$ cat config.mk
export PLATFORM = sky130hd
export DESIGN_NAME = tlsa_alert
export DESIGN_NICKNAME = d
export VERILOG_FILES = /design/src/logic/tlsa_pkg.sv /design/src/logic/tlsa_alert.sv
export SDC_FILE = /design/constraint.sdc
export NUM_CORES = 1
export LEC_CHECK = 0
export CAP_MARGIN = 20
export CORE_AREA = 2 2 148 121
export DETAILED_ROUTE_END_ITERATION = 10
export DIE_AREA = 0 0 150 123
export DONT_BUFFER_PORTS = 1
export GPL_TIMING_DRIVEN = 0
export SLEW_MARGIN = 15
export SYNTH_ARGS = -nofsm -noshare
export SYNTH_HDL_FRONTEND = slang
export SYNTH_SLANG_ARGS = --single-unit
$ cat constraint.sdc
create_clock -name clk -period 3.5 [get_ports clk]
set_input_delay 0.7 -clock clk [delete_from_list [all_inputs] [get_ports clk]]
set_output_delay 0.7 -clock clk [all_outputs]
set_load 0.02 [all_outputs]
$ cat src/logic/tlsa_pkg.sv
/*
  Package for the temperature limit and slew alert block: widths, reset
  values, mode enumeration and the packed carriers of the block.
  Assumes a 100 MHz system clock.
*/
package tlsa_pkg;

  localparam int TEMP_W = 14;

  localparam logic [TEMP_W-1:0] RST_LOW_LIMIT  = 14'h2000;
  localparam logic [TEMP_W-1:0] RST_HIGH_LIMIT = 14'h1FFF;
  localparam logic [TEMP_W-1:0] RST_SLEW_LIMIT = 14'h0000;

  localparam int CLK_MHZ = 100;
  localparam int CONV_TIME_US = 6000;
  localparam int CONV_CYCLES = CONV_TIME_US * CLK_MHZ;

  typedef enum logic [1:0] {
    TLSA_CONT,
    TLSA_ONESHOT,
    TLSA_SHUTDOWN
  } tlsa_mode_t;

  typedef struct packed {
    logic              limit_en;
    logic              shutdown;
    logic              one_shot;
    logic              int_mode;
    logic [TEMP_W-1:0] low_limit;
    logic [TEMP_W-1:0] high_limit;
    logic [TEMP_W-1:0] slew_limit;
  } tlsa_cfg_t;

  typedef struct packed {
    logic high_flag;
    logic low_flag;
    logic slew_flag;
    logic slew_status;
  } tlsa_flags_t;

endpackage : tlsa_pkg

$ cat src/logic/tlsa_alert.sv
/*
  Conversion sequencing and alert logic of the sensor: limit checks on every completed
  result, slew checks on continuous-mode results after the first, sticky flags and the alert output.
  Assumes configuration and status-read strobe come from the serial
  register front end on the same clock; sample data arrives on that clock.
*/
// Operation
// limit check can be disabled entirely
// compare each completed result against both limits
// alert when result leaves limit window
// slew threshold is unsigned
// rise equals current minus previous result
// rise above threshold sets slew bits
// slew check only in continuous mode
// temperature decreases never raise slew warning
// continuous, one-shot and shutdown modes
// host waits 0.5 ms after power
// host keeps select high 100 ns
// interrupt mode: status read clears flags
// mode bit 0 continuous, 1 shutdown
// skip slew on first conversion
// previous result updated after every conversion
module tlsa_alert
  import tlsa_pkg::*;
#(
  parameter int CONV_CYC = CONV_CYCLES
) (
  // clock and reset
  input  wire  logic              clk,
  input  wire  logic              rst_b,
  // configuration and host reads
  input  wire  tlsa_cfg_t         cfg,
  input  wire  logic              status_rd,
  // converter sample
  input  wire  logic [TEMP_W-1:0] sample,
  // results
  output logic [TEMP_W-1:0]       temp_result,
  output tlsa_flags_t             flags,
  output logic                    data_ready,
  output tlsa_mode_t              mode,
  output logic                    alert
);

  // signed comparison of two results; both limit checks share it
  function automatic logic above(input logic [TEMP_W-1:0] a,
                                 input logic [TEMP_W-1:0] b);
    return $signed(a) > $signed(b);
  endfunction : above

  // a fall leaves the sign bit set and can never trip the check;
  // the threshold is taken unsigned, zero-extended against the rise
  function automatic logic slew_over(input logic signed [TEMP_W:0] d,
                                     input logic [TEMP_W-1:0]      lim);
    return !d[TEMP_W] && (d[TEMP_W-1:0] > lim);
  endfunction : slew_over

  // sequencer state
  logic [31:0]            cnt;
  logic [31:0]            next_cnt;
  tlsa_mode_t             next_mode;
  logic                   os_arm;
  logic                   next_os_arm;
  logic                   done;
  logic                   stop;

  // result state
  logic [TEMP_W-1:0]      next_temp;
  logic [TEMP_W-1:0]      prev;
  logic [TEMP_W-1:0]      next_prev;
  logic                   prev_ok;
  logic                   next_prev_ok;
  logic                   next_ready;

  // flag state
  tlsa_flags_t            next_flags;
  logic                   next_alert;
  logic                   clr;
  logic                   slew_trip;
  logic signed [TEMP_W:0] rise;

  // a status read only clears in interrupt mode
  assign clr = status_rd & cfg.int_mode;

  // one extra bit keeps the full span of a 14-bit difference
  assign rise = $signed({sample[TEMP_W-1], sample}) -
                $signed({prev[TEMP_W-1], prev});

  // no previous result after reset, shutdown or one-shot: no slew check
  assign slew_trip = (mode == TLSA_CONT) && prev_ok &&
                     slew_over(rise, cfg.slew_limit);

  // sequencer: conversion timing and operating mode
  always_comb begin
    next_cnt    = cnt;
    next_mode   = mode;
    next_os_arm = os_arm & cfg.one_shot;
    done        = 1'b0;
    stop        = 1'b0;
    // a fresh one-shot request restarts the conversion, dropping any partial
    if (cfg.one_shot && !os_arm) begin
      next_mode   = TLSA_ONESHOT;
      next_cnt    = 32'h0;
      next_os_arm = 1'b1;
    end else if (mode != TLSA_ONESHOT && cfg.shutdown) begin
      // a conversion cut by shutdown is thrown away, never reported
      next_mode = TLSA_SHUTDOWN;
      next_cnt  = 32'h0;
      stop      = 1'b1;
    end else if (mode == TLSA_SHUTDOWN) begin
      next_mode = TLSA_CONT;
    end else if (cnt == 32'(CONV_CYC - 1)) begin
      done     = 1'b1;
      next_cnt = 32'h0;
      if (mode == TLSA_ONESHOT) begin
        // one-shot falls back to shutdown; the host drops its request
        next_mode = TLSA_SHUTDOWN;
      end
    end else begin
      next_cnt = cnt + 32'h1;
    end
  end

  always_ff @(posedge clk) begin
    if (!rst_b) begin
      cnt    <= 32'h0;
      mode   <= TLSA_CONT;
      os_arm <= 1'b0;
    end else begin
      cnt    <= next_cnt;
      mode   <= next_mode;
      os_arm <= next_os_arm;
    end
  end

  // results: last value, previous value for the slew check, ready bit
  always_comb begin
    next_temp    = temp_result;
    next_prev    = prev;
    next_prev_ok = prev_ok;
    next_ready   = data_ready;
    if (clr) begin
      next_ready = 1'b0;
    end
    if (stop) begin
      next_prev_ok = 1'b0;
    end
    // a conversion ending on the read edge still reports: set wins
    if (done) begin
      next_temp    = sample;
      next_ready   = 1'b1;
      next_prev    = sample;
      next_prev_ok = (mode != TLSA_ONESHOT);
    end
  end

  always_ff @(posedge clk) begin
    if (!rst_b) begin
      temp_result <= '0;
      prev        <= '0;
      prev_ok     <= 1'b0;
      data_ready  <= 1'b0;
    end else begin
      temp_result <= next_temp;
      prev        <= next_prev;
      prev_ok     <= next_prev_ok;
      data_ready  <= next_ready;
    end
  end

  // sticky flags and the alert output
  always_comb begin
    next_flags = flags;
    if (clr) begin
      next_flags.high_flag = 1'b0;
      next_flags.low_flag  = 1'b0;
      next_flags.slew_flag = 1'b0;
    end
    if (done) begin
      if (cfg.limit_en) begin
        if (above(sample, cfg.high_limit)) begin
          next_flags.high_flag = 1'b1;
        end
        if (above(cfg.low_limit, sample)) begin
          next_flags.low_flag = 1'b1;
        end
      end
      // slew_status tracks only the latest check, never sticky
      next_flags.slew_status = slew_trip;
      if (slew_trip) begin
        next_flags.slew_flag = 1'b1;
      end
    end
    // alert is taken from the next flags so both change on one edge
    next_alert = next_flags.high_flag | next_flags.low_flag |
                 next_flags.slew_flag;
  end

  always_ff @(posedge clk) begin
    if (!rst_b) begin
      flags <= '0;
      alert <= 1'b0;
    end else begin
      flags <= next_flags;
      alert <= next_alert;
    end
  end

endmodule : tlsa_alert

==> results.md, run 1 <==
- The flow ran to the end, and the final reports show no timing, DRC or antenna violations.
- After floorplanning, the core was divided into 43 placement rows.
- The worst pin sits at a relative slew slack of 0.4194.
- The core box area is 0.01700 mm².
- The pin count of the biggest net entering global routing is 18.
- After routing the design area is 0.004795 mm².
- The primary flip-flop cell chosen by synthesis mapping is dfxtp_1.
- After detailed routing, the number of remaining DRC violations is 0.
- The post-synthesis instance total is 522.
- The via count of the first global-routing pass is 3,166.
- The max-cap check violation count is 0.
- Data arrives at the worst endpoint at 3.71 ns.
- Setup repair after global routing could not meet its margin everywhere.
- Dividing the detail-routed wire length by the instance count gives 14.70 µm.
- The number of endpoints with negative hold slack in the final report is 0.
- The number of levels the H-tree was split into is 2.
- The end-of-flow core utilization is 0.2820.
- Summing every instance area after synthesis gives 0.004150 mm².
- The number of endpoints failing setup at the final stage is 0.
- Walking the worst path, the cells encountered are inv_2 > ha_4 > fa_2 > nor2b_1 > o31a_1 > o31a_1 > a2111o_1 > o21ai_2 > xnor2_2 > ha_1 > nand4_1 > nor3_2 > o31ai_2 > o2111ai_2 > o2111ai_2 > nand4bb_1.
- Hold timing on the final database bottoms out at a slack of 0.5177 ns.
- VDD sags by at most 169.4 µV.
- The count of unique library cells instantiated by Yosys is 56.
- The path type of the worst min-delay path is reg2reg.
- The number of warnings reported in the yosys synthesis log is 0.
- The die width is 150 µm.
- The first detailed-routing pass took 6 iterations.
- The count of fill cells added during filler insertion is 1,861.
- After synthesis, the mean cell area works out to 7.951 µm².
- The path type of the worst setup path is in2reg.
- The die height is 123 µm.
- The initial antenna violation count is 0.
- For flop-to-flop paths, the worst setup slack is 0.04 ns.
- The area share of the largest cell type after synthesis is 0.2701.
- The number of clock sinks is 56.
- Total power for the finished layout comes to 1.419 mW.
- At the later pin of the worst-skew pair, clock insertion delay measures 0.30 ns.
- STA classifies the critical path startpoint as an input port.
- From synthesis to final layout, the design area changed by 15.53%.
- The share of synthesized flip-flops with an asynchronous set or reset is 0.
- During I/O placement, the number of pins put on the boundary was 85.
- The clock passes through at most 2 buffers.
- The detail route stage leaves a number of antenna-violating nets equal to 0.
- The congestion estimate from routability-driven global placement came to 0.7923.
- The final number of max-transition violations was 0.
- The synthesized design contains 0 enable-type register cells.
- For this block, the initial DRC count from the detailed router was 117.
- The hold buffer count at CTS is 0.
- The count of port buffers added during placement is 0.
- The total negative slack for setup checks is 0 ns.
- The number of nets at the end of the flow is 663.
- Summing all flip-flop and latch instances after layout gives 0.001141 mm².
- The cell sitting at the root of the clock tree is a clkbuf_16.
- The number of antenna diodes in the final layout is 0.
- The via density per instance is 4.515.
- The power per unit of standard cell area is 296.0 mW/mm².
- The required time of the worst setup path is 3.73 ns.
- For this run the aggregate overflow at the end of global routing stands at 0.
- The worst setup path is captured at a register.
- The total wirelength of the detailed-routed design is 11,250 µm.
- The cell type with the highest aggregate area in the netlist is dfxtp_1.
- The highest net fanout along the worst path is 3.
- The initial cell density of the core is 0.2441.
- Summed over all cells, the static leakage comes to 1.931 nW.
- The wire length of the first global-routing pass is 17,080 µm.
- The slowest stage of the critical path is the a2111o_1 cell.
- In this run, synthesis produced a sequential element count of 56.
- The stage delay of the slowest cell on the critical path is 0.45 ns.
- By area the synthesized netlist is led by dfxtp_1, ha_1, inv_1.
- The CTS buffer count is 5.
- The fraction of final layout cells with drive strength greater than 1 is 0.1241.
- Once placement finished, the instance area stood at 0.004432 mm².
- The clock-pin transition on the worst setup and hold timing paths is 0.07 ns.
- The peak clock frequency supported by timing is 0.2870 GHz.
- The die covers 0.01845 mm².
- For this run, the register share of the synthesized area comes to 0.2701.
- TritonCTS built the clock tree.
- The post-synthesis net count is 646.
- On the final layout, the worst clock skew is 0.004838 ns.
- The vias after detailed routing is 3,454.
- The share of the cycle needed by the critical path after routing is 0.9957.
- Subtracting the final worst setup slack from the clock period gives 3.485 ns.
- The area of the multi-input gates is 0.002824 mm².
- For the pin with the worst max-slew slack, the measured transition is 0.8638 ns.
- The global routing usage summed across all routing layers is 0.1192.
- The HPWL after detailed placement is 9020 µm.
stage by stage:
| stage | setup WS (ns) | instances |
|---|---|---|
| 3_3_place_gp | -0.6283 | 747 |
| 6_report | 0.01516 | 765 |
| 4_1_cts | 0.01815 | 758 |
| 5_1_grt | -0.06578 | 765 |
| 3_5_place_dp | -0.6360 | 747 |
| 2_1_floorplan | 0.09470 | 522 |
path summary, 6_finish.rpt:
check                               start       to  cells past startpoint
worst max-delay path            sample[0]    alert                     16
worst min register to register    prev[2]  prev[2]                      2
worst min-delay path              prev[2]  prev[2]                      2
worst max register to register    prev[0]    alert                     15
power by group:
part | internal (mW) | total (mW) | switching (mW)
Combinational | 0.114 | 0.252 | 0.138
Clock | 0.287 | 0.524 | 0.237
Sequential | 0.637 | 0.643 | 0.00609
Total | 1.04 | 1.42 | 0.381
layer usage:
layer,vias up,share of wire,routed length (µm),global-route usage
met4,0,0.013,144,0.02417
met2,73,0.40,4491,0.1727
li1,1820,-,-,-
met3,11,0.091,1027,0.04908
met1,1550,0.50,5585,0.1657
met5,-,0,0,0
cell usage in the layout (no fill, tap or decap), types with 5 or more instances in the layout:
master and instances:
nand2_1 61, o21ai_0 13, nor4_1 5, nand2b_1 5
a21oi_1 20, dfxtp_1 48, inv_1 66, and3_1 9
a21boi_1 10, clkbuf_16 5, nand3_1 16, nor2_1 48
nand4_1 14, buf_4 12, a21boi_0 6, ha_1 56
xnor2_1 25, nor3_1 7, xor2_1 13
state kept, by name, summed over array words and instances (netlist names):
| signal | flops |
|---|---|
| prev_ok | 1 |
| os_arm | 1 |
| flags | 4 |
| data_ready | 1 |
| alert | 1 |
| prev | 14 |
| cnt | 32 |
| mode | 2 |
synthesized netlist by cell type (4+ instances only):
library cell,count
nor3_1,8
xnor2_1,26
a21oi_1,22
nand4_1,14
xor2_1,13
nand3_1,16
o2111ai_1,4
nor2_1,48
ha_1,60
o31ai_1,5
and3_1,9
a21boi_0,6
nor4_1,5
nor2b_1,5
nand2_1,61
a21o_1,4
buf_2,4
dfxtp_1,56
and2_1,4
inv_1,68
a21boi_1,10
o21ai_0,15
nand2b_1,5
final cells by class:
cell class                      instances  area share
Sequential cell                        56      0.2380
Timing Repair Buffer                   10     0.01566
Clock buffer                            6     0.02897
Multi-Input combinational cell        387      0.5890
Inverter                               68     0.05376
Tap cell                              225     0.05872
Buffer                                 11     0.01305
Clock inverter                          2    0.002871
kinds of logic after synthesis:
kind of cell / synth area share
and+or+nand+nor: 0.2412
AOI/OAI and AO/OA: 0.1417
buffers and inverters: 0.07657
adders and majority gates: 0.1857
DFF: 0.2701
xor gates and xnor gates: 0.08230
muxes: 0.002412
critical path, delay by kind of cell:
kind | cells | cell delay (ns)
and+or+nand+nor | 4 | 0.63
buffers and inverters | 1 | 0.08
adders and majority gates | 3 | 0.68
xor gates and xnor gates | 1 | 0.11
AOI/OAI and AO/OA | 7 | 1.52
what timing repair did:
item | CTS | global route
pin swaps | 5 | 17
gates resized for setup | 7 | 31
buffers inserted | 3 | 7
setup endpoints to repair | 3 | 3
No activity file was read; power rests on OpenSTA's default activity.
==> run 2: changes to the inputs <==
CORE_AREA = 2 2 100 82   (was 2 2 148 121)
DIE_AREA = 0 0 102 84   (was 0 0 150 123)
PLACE_DENSITY = 0.73   (was unset)
==> run 2 against run 1 <==
Effect of this change: setup slack improved by 0.030 ns; power decreased by 11%; critical path type is now reg2reg; via count increased by 2.5%.
==> results.md, run 2 (synthesized netlist as in run 1, its figures left out) <==
- The final number of max-transition violations was 0 (unchanged).
- The number of remaining DRC errors is 0 (unchanged).
- The depth of the most critical reg-to-reg path is 15 (unchanged).
- The post-route clock skew is 0.01072 ns (was 0.004838 ns).
- The worst hold margin is 0.4978 ns (was 0.5177 ns).
- The stage delay of the slowest cell on the critical path came to 0.42 ns (was 0.45 ns).
- The number of nets with antenna violations after detailed routing was 0 (unchanged).
- Run status: finished clean (unchanged).
- Registers with the most flip-flops: cnt (32), prev (14), flags (4) (unchanged).
- The path type of the worst setup path was reg2reg (was in2reg).
- The clock latency of the later-clocked register in the worst-skew pair is 0.32 ns (was 0.30 ns).
- The endpoint of the lowest-slack register-to-register path is alert (unchanged).
- The detailed-placement wirelength estimate is 7907 µm (was 9020 µm).
- The pin count of the biggest net entering global routing was 18 (unchanged).
- The number of endpoints failing setup at the final stage is 0 (unchanged).
- The hold buffer count at CTS came to 0 (unchanged).
- The most common cell after layout, fill and taps aside is inv_1 (unchanged).
- The source of the critical timing path is prev[1] (was sample[0]).
- Critical path cell sequence: inv_1 > ha_1 > nor2b_1 > o211ai_1 > a31oi_4 > a2111oi_4 > o21bai_1 > xor2_1 > ha_1 > nand4_1 > nor3_4 > o31ai_4 > o2111ai_2 > o2111ai_2 > nand4bb_1 (was inv_2 > ha_4 > fa_2 > nor2b_1 > o31a_1 > o31a_1 > a2111o_1 > o21ai_2 > xnor2_2 > ha_1 > nand4_1 > nor3_2 > o31ai_2 > o2111ai_2 > o2111ai_2 > nand4bb_1).
- The number of clock sinks came to 56 (unchanged).
- The number of top-level pins is 85 (unchanged).
- The last weighted congestion value of the routability-driven placer is 0.8626 (was 0.7923).
- The highest net fanout along the worst path is 4 (was 3).
- The die width is 102 µm (was 150 µm).
- The via density per instance is 5.490 (was 4.515).
- The initial cell density of the core was 0.5395 (was 0.2441).
- The register bank with the most flops is cnt (unchanged).
- The path type of the worst min-delay path is in2reg (was reg2reg).
- The max-cap check violation count is 0 (unchanged).
- The count of placed standard cells including taps is 630 (was 747).
- The share of the cycle needed by the critical path after routing is 0.9872 (was 0.9957).
- Top library cells by usage in the layout, fill and taps aside: inv_1, nand2_1, ha_1 (unchanged).
- The worst path arrival time came to 3.72 ns (was 3.71 ns).
- The measured slew at the worst slew-check pin is 0.8255 ns (was 0.8638 ns).
- The peak clock frequency supported by timing was 0.2894 GHz (was 0.2870 GHz).
- The vias after detailed routing is 3,541 (was 3,454).
- The leakage power total is 1.878 nW (was 1.931 nW).
- The fraction of final layout cells with drive strength greater than 1 is 0.1080 (was 0.1241).
- The number of nets at the end of the flow came to 660 (was 663).
- The cell with the biggest individual delay on the critical path is dfxtp_4 (was a2111o_1).
- The number of levels the H-tree was split into came to 2 (unchanged).
- The end-of-flow core utilization is 0.5939 (was 0.2820).
- The nature of the critical path startpoint is a register (was input port).
- The growth of design area from synthesis to finish is 10.07% (was 15.53%).
- The worst slew margin relative to its limit is 0.4451 (was 0.4194).
- The core box area is 0.007692 mm² (was 0.01700 mm²).
- The via count of the first global-routing pass is 3,495 (was 3,166).
- The critical path endpoint category is a register (unchanged).
- The clock root buffer is clkbuf_8 (was clkbuf_16).
- The final instance count without filler cells is 645 (was 765).
- The register-to-register setup slack was 0.04 ns (about the same).
- The number of placement rows is 29 (was 43).
- The number of flip-flops under the largest register name was 32 (unchanged).
- The worst flop-to-flop path startpoint is prev[1] (was prev[0]).
- The critical path buffer and inverter count was 1 (unchanged).
- The clock tree from TritonCTS is done (unchanged).
- Unrepaired setup endpoints after global routing: yes (unchanged).
- The number of endpoints with negative hold slack in the final report is 0 (unchanged).
- The required time of the worst setup path was 3.76 ns (was 3.73 ns).
- The remaining global-route overflow came to 0 (unchanged).
- The power per unit of standard cell area is 275.3 mW/mm² (was 296.0 mW/mm²).
- The global routing usage summed across all routing layers came to 0.2378 (was 0.1192).
- The endpoint of the most critical setup path is alert (unchanged).
- The clock-pin transition on the worst setup and hold timing paths is 0.10 ns (was 0.07 ns).
- The detailed-router iteration count before antenna repair is 4 (was 6).
- The number of antenna repair diodes is 0 (unchanged).
- The die height is 84 µm (was 123 µm).
- The cell count along the critical path is 15 (was 16).
- The routed wirelength normalized by instance count is 15.53 µm (was 14.70 µm).
- The CTS buffer count was 5 (unchanged).
- The detailed router's first-iteration violation count came to 156 (was 117).
- The total wirelength of the detailed-routed design was 10,020 µm (was 11,250 µm).
- The initial antenna violation count is 0 (unchanged).
- The kind of cell with the highest combined delay on the critical path is compound AO/OA/AOI/OAI gates (unchanged).
- The maximum clock insertion buffer count came to 2 (unchanged).
- The count of port buffers added during placement is 0 (unchanged).
- The shortest period the worst path allows is 3.455 ns (was 3.485 ns).
- The worst voltage drop across the vdd grid was 166.8 µV (was 169.4 µV).
- The wire length of the first global-routing pass came to 16,350 µm (was 17,080 µm).
- The full die area came to 0.008568 mm² (was 0.01845 mm²).
run 2: worst min-delay path by stage:
stage	startpoint	end	slack, ns	cells after the start
floorplan	cnt[18]	cnt[18]	0.48	2
global placement	cnt[31]	cnt[31]	0.51	2
detailed placement	cnt[18]	cnt[18]	0.51	2
CTS	sample[2]	prev[2]	0.50	2
global route	sample[0]	prev[0]	0.50	2
finish	sample[2]	prev[2]	0.50	2
run 2: timing repair:
action                     in CTS  in global routing
gates cloned                    0                  0
setup buffers                   2                  5
pin swaps                       4                 13
setup endpoints to repair       3                  3
resized for setup              12                 26
run 2: through the flow:
| step | instance area [µm²] | setup WS (ns) | setup TNS, ns | total power [mW] |
|---|---|---|---|---|
| after CTS | 4428 | 0.002309 | 0 | 1.249 |
| after global placement | 4285 | -0.5772 | -1.620 | 0.8737 |
| after detailed placement | 4285 | -0.6436 | -1.829 | 0.8882 |
| after global routing | 4568 | -0.06197 | -0.1024 | 1.331 |
| final | 4568 | 0.04471 | 0 | 1.257 |
| after floorplan | 4150 | 0.09470 | 0 | 0.8345 |
run 2: layer usage:
| layer | GRT usage | share of wire | vias up |
|---|---|---|---|
| met5 | 0 | 0 | - |
| met4 | 0.04970 | 0.011 | 0 |
| met3 | 0.05779 | 0.058 | 9 |
| met2 | 0.3816 | 0.45 | 78 |
| met1 | 0.3242 | 0.48 | 1639 |
| li1 | - | - | 1815 |
run 2: report_power, final:
| group | switching, mW | internal, mW |
|---|---|---|
| clock | 0.212 | 0.143 |
| sequential | 0.00625 | 0.636 |
| combinational | 0.147 | 0.114 |
run 2: final cells by class:
class	count	area, µm²
Fill cell	727	3124
Multi-Input combinational cell	387	2825
Sequential cell	56	1142
Inverter	68	257.7
Tap cell	108	135.1
Clock buffer	6	72.57
Buffer	11	62.56
Timing Repair Buffer	7	56.30
Clock inverter	2	16.27
==> run 3: changes to the inputs <==
ABC_AREA = 1   (was unset)
CORE_AREA = 2 2 105 87   (was 2 2 100 82)
DIE_AREA = 0 0 107 89   (was 0 0 102 84)
==> run 3 against run 2 <==
Effect of this change: critical endpoint unchanged; critical path type unchanged; sequential share of layout area decreased by 2.1 points; largest power group unchanged; highest routed layer unchanged; combinational power grew 3%; clock-buffer cell count is the same.
==> results.md, run 3 <==
- Run status: finished clean (unchanged).
- The peak clock frequency supported by timing was 0.3128 GHz (was 0.2894 GHz).
- The overall power after layout is 1.346 mW (was 1.257 mW).
- The remaining global-route overflow is 0 (unchanged).
- The leakage power total is 2.352 nW (was 1.878 nW).
- Registers with the most flip-flops: cnt (32), prev (14), flags (4) (unchanged).
- The die width is 107 µm (was 102 µm).
- Cell types with the largest area share after synthesis: dfxtp_1, ha_1, nand2_1 (was dfxtp_1, ha_1, inv_1).
- The number of flip-flops under the largest register name is 32 (unchanged).
- The path type of the worst min-delay path is in2reg (unchanged).
- The clock latency of the later-clocked register in the worst-skew pair was 0.31 ns (was 0.32 ns).
- The critical path endpoint category is a register (unchanged).
- The growth of design area from synthesis to finish came to 5.601% (was 10.07%).
- The register bank with the most flops is cnt (unchanged).
- The detailed-router iteration count before antenna repair is 5 (was 4).
- The via density per instance is 5.386 (was 5.490).
- The number of top-level pins is 85 (unchanged).
- The number of clock sinks was 56 (unchanged).
- The wire length of the first global-routing pass is 19,330 µm (was 16,350 µm).
- The setup slack at placement is 0.008609 ns (was -0.6436 ns).
- The clock root buffer is clkbuf_8 (unchanged).
- The area share of the largest cell type after synthesis is 0.2412 (was 0.2701).
- The post-synthesis net count was 808 (was 646).
- The cell count of the worst hold path came to 2 (unchanged).
- The post-detailed-placement cell area is 0.004787 mm² (was 0.004285 mm²).
- The worst hold margin is 0.4781 ns (was 0.4978 ns).
- The area of the multi-input gates is 0.002984 mm² (was 0.002825 mm²).
- The least setup slack across all paths after layout came to 0.3034 ns (was 0.04471 ns).
- The clock tree from TritonCTS is done (unchanged).
- The number of levels the H-tree was split into was 2 (unchanged).
- The CTS buffer count is 5 (unchanged).
- The cell type with the highest aggregate area in the netlist was dfxtp_1 (unchanged).
- The detailed-placement wirelength estimate is 9698 µm (was 7907 µm).
- The measured slew at the worst slew-check pin is 0.6377 ns (was 0.8255 ns).
- The die height is 89 µm (was 84 µm).
- The cell with the biggest individual delay on the critical path was dfxtp_1 (was dfxtp_4).
- The worst flop-to-flop path startpoint is prev[3] (was prev[1]).
- The detailed router's first-iteration violation count is 309 (was 156).
- The count of fill cells added during filler insertion is 798 (was 727).
- The share of synthesized flip-flops with an asynchronous set or reset was 0 (unchanged).
- The post-synthesis average cell area is 6.794 µm² (was 7.951 µm²).
- The share of the cycle needed by the critical path after routing is 0.9133 (was 0.9872).
- The register-to-register setup slack is 0.30 ns (was 0.04 ns).
- The routed wirelength normalized by instance count was 14.41 µm (was 15.53 µm).
- The vias after detailed routing is 4,330 (was 3,541).
- Critical path cell sequence: inv_1 > ha_1 > nand2_1 > nand2_1 > nand2_1 > nand3_1 > a31oi_2 > o21bai_1 > xor2_1 > ha_1 > nand2_1 > nor2_1 > nand4_1 > inv_1 > nand2_1 > nand2_1 > nand2_1 > nor2_1 > nand2_1 > nand2_1 > nand2_1 > nand3_1 (was inv_1 > ha_1 > nor2b_1 > o211ai_1 > a31oi_4 > a2111oi_4 > o21bai_1 > xor2_1 > ha_1 > nand4_1 > nor3_4 > o31ai_4 > o2111ai_2 > o2111ai_2 > nand4bb_1).
- The clock-pin transition on the worst setup and hold timing paths is 0.10 ns (about the same).
- The area taken by flip-flops and latches is 0.001124 mm² (was 0.001142 mm²).
- Among the stages of the critical path, the cell type that occurs most often is nand2_1.
- The max-cap check violation count is 0 (unchanged).
- The pin count of the biggest net entering global routing is 17 (was 18).
- The synthesis-stage register bit count is 56 (unchanged).
- The number of nets at the end of the flow came to 815 (was 660).
- The startpoint of the worst hold path was cfg[43] (was sample[2]).
- The shortest period the worst path allows is 3.197 ns (was 3.455 ns).
- The initial antenna violation count came to 0 (unchanged).
- The final instance count without filler cells is 804 (was 645).
- Unrepaired setup endpoints after global routing: no (was yes).
- The core box area was 0.008371 mm² (was 0.007692 mm²).
- The portion of the post-synthesis area used by sequential elements is 0.2412 (was 0.2701).
- The post-synth design cell area came to 0.004647 mm² (was 0.004150 mm²).
- Top cells by instance count after synthesis: nand2_1, inv_1, ha_1 (was inv_1, nand2_1, ha_1).
- The final number of max-transition violations came to 0 (unchanged).
- The number of buffers added for setup after CTS was 0 (was 2).
- The power per unit of standard cell area came to 274.2 mW/mm² (was 275.3 mW/mm²).
- The depth of the most critical reg-to-reg path was 22 (was 15).
- The number of endpoints failing setup at the final stage is 0 (unchanged).
- The number of endpoints with negative hold slack in the final report is 0 (unchanged).
- The stage delay of the slowest cell on the critical path was 0.46 ns (was 0.42 ns).
- The number of enable flip-flop cells after synthesis is 0 (unchanged).
- The worst slew margin relative to its limit is 0.5749 (was 0.4451).
- The primary flip-flop cell chosen by synthesis mapping is dfxtp_1 (unchanged).
- The number of placement rows is 30 (was 29).
- The last weighted congestion value of the routability-driven placer is 1.011 (was 0.8626).
- The number of warnings reported in the yosys synthesis log was 0 (unchanged).
- Top library cells by usage in the layout, fill and taps aside: nand2_1, inv_1, ha_1 (was inv_1, nand2_1, ha_1).
- The cell with the most instances after synthesis is nand2_1 (was inv_1).
- The total wirelength of the detailed-routed design is 11,590 µm (was 10,020 µm).
- The number of remaining DRC errors is 0 (unchanged).
- The count of unique library cells instantiated by Yosys came to 45 (was 56).
- The hold buffer count at CTS is 0 (unchanged).
- The nature of the critical path startpoint is a register (unchanged).
- The total negative slack for setup checks is 0 ns (unchanged).
- The most common cell after layout, fill and taps aside is nand2_1 (was inv_1).
- The global routing usage summed across all routing layers is 0.2534 (was 0.2378).
- The number of nets with antenna violations after detailed routing was 0 (unchanged).
- The fraction of final layout cells with drive strength greater than 1 is 0.07370 (was 0.1080).
- The full die area is 0.009523 mm² (was 0.008568 mm²).
- The path type of the worst setup path is reg2reg (unchanged).
- The finished layout cell area came to 0.004907 mm² (was 0.004568 mm²).
- The count of port buffers added during placement is 0 (unchanged).
- The endpoint of the lowest-slack register-to-register path is alert (unchanged).
- The worst path arrival time is 3.46 ns (was 3.72 ns).
- The highest net fanout along the worst path is 5 (was 4).
- The post-synthesis instance total was 684 (was 522).
- The via count of the first global-routing pass is 4,035 (was 3,495).
- The worst voltage drop across the vdd grid is 186.3 µV (was 166.8 µV).
- The count of placed standard cells including taps is 796 (was 630).
- The initial cell density of the core is 0.5552 (was 0.5395).
- The maximum clock insertion buffer count is 2 (unchanged).
- The end of the worst hold path was os_arm (was prev[2]).
- The number of antenna repair diodes is 0 (unchanged).
- The end-of-flow core utilization is 0.5862 (was 0.5939).
- The required time of the worst setup path is 3.76 ns (about the same).
- The post-route clock skew is 0.008939 ns (was 0.01072 ns).
run 3: where the power goes:
part / switching (mW) / internal, mW / leakage [nW]
Clock: 0.220 / 0.213 / 0.0552
Combinational: 0.164 / 0.103 / 1.84
Sequential: 0.00513 / 0.640 / 0.453
run 3: worst max path at each step:
| stage | slack (ns) | startpoint | end |
|---|---|---|---|
| 4_1_cts | 0.26 | prev[2] | alert |
| 3_3_place_gp | 0.04 | sample[0] | alert |
| 2_1_floorplan | 0.43 | sample[0] | alert |
| 3_5_place_dp | 0.009 | sample[0] | alert |
| 5_1_grt | 0.01 | prev[10] | alert |
| 6_report | 0.30 | prev[3] | alert |
run 3: logic make-up (layout without fill, tap and decap cells):
logic type / Yosys count / in the layout / synth area share
flip-flops: 56 / 56 / 0.2413
XOR/XNOR: 24 / 24 / 0.04523
AO/OA/AOI/OAI: 103 / 103 / 0.1247
AND/OR/NAND/NOR: 297 / 297 / 0.3043
buffers and inverters: 143 / 151 / 0.1187
adder cells (fa/ha/maj): 61 / 61 / 0.1659
run 3: critical path, delay by kind of cell, from the launching register on:
family	cells	cell delay [ns]
buffers and inverters	2	0.17
and+or+nand+nor	15	1.35
DFF	1	0.46
xor gates and xnor gates	1	0.15
adders and majority gates	2	0.66
AOI/OAI and AO/OA	2	0.34
run 3: area by class of cell:
class                   instances  area share
well taps                     112     0.02856
clock buffers                   6     0.01479
plain buffers                  10     0.01071
clock inverters                 2    0.007139
flip-flops and latches         56      0.2290
multi-input cells             485      0.6081
inverters                     133      0.1017
run 3: per-layer routing:
metal	part of all wire	global-route usage
met5	0	0
met4	0.0086	0.05077
met3	0.087	0.06122
met2	0.41	0.3903
met1	0.50	0.3635
run 3: what timing repair did:
action                                  CTS  global route
endpoints found under the hold margin     0             0
endpoints found under the setup margin    0             3
resized for setup                         0             5
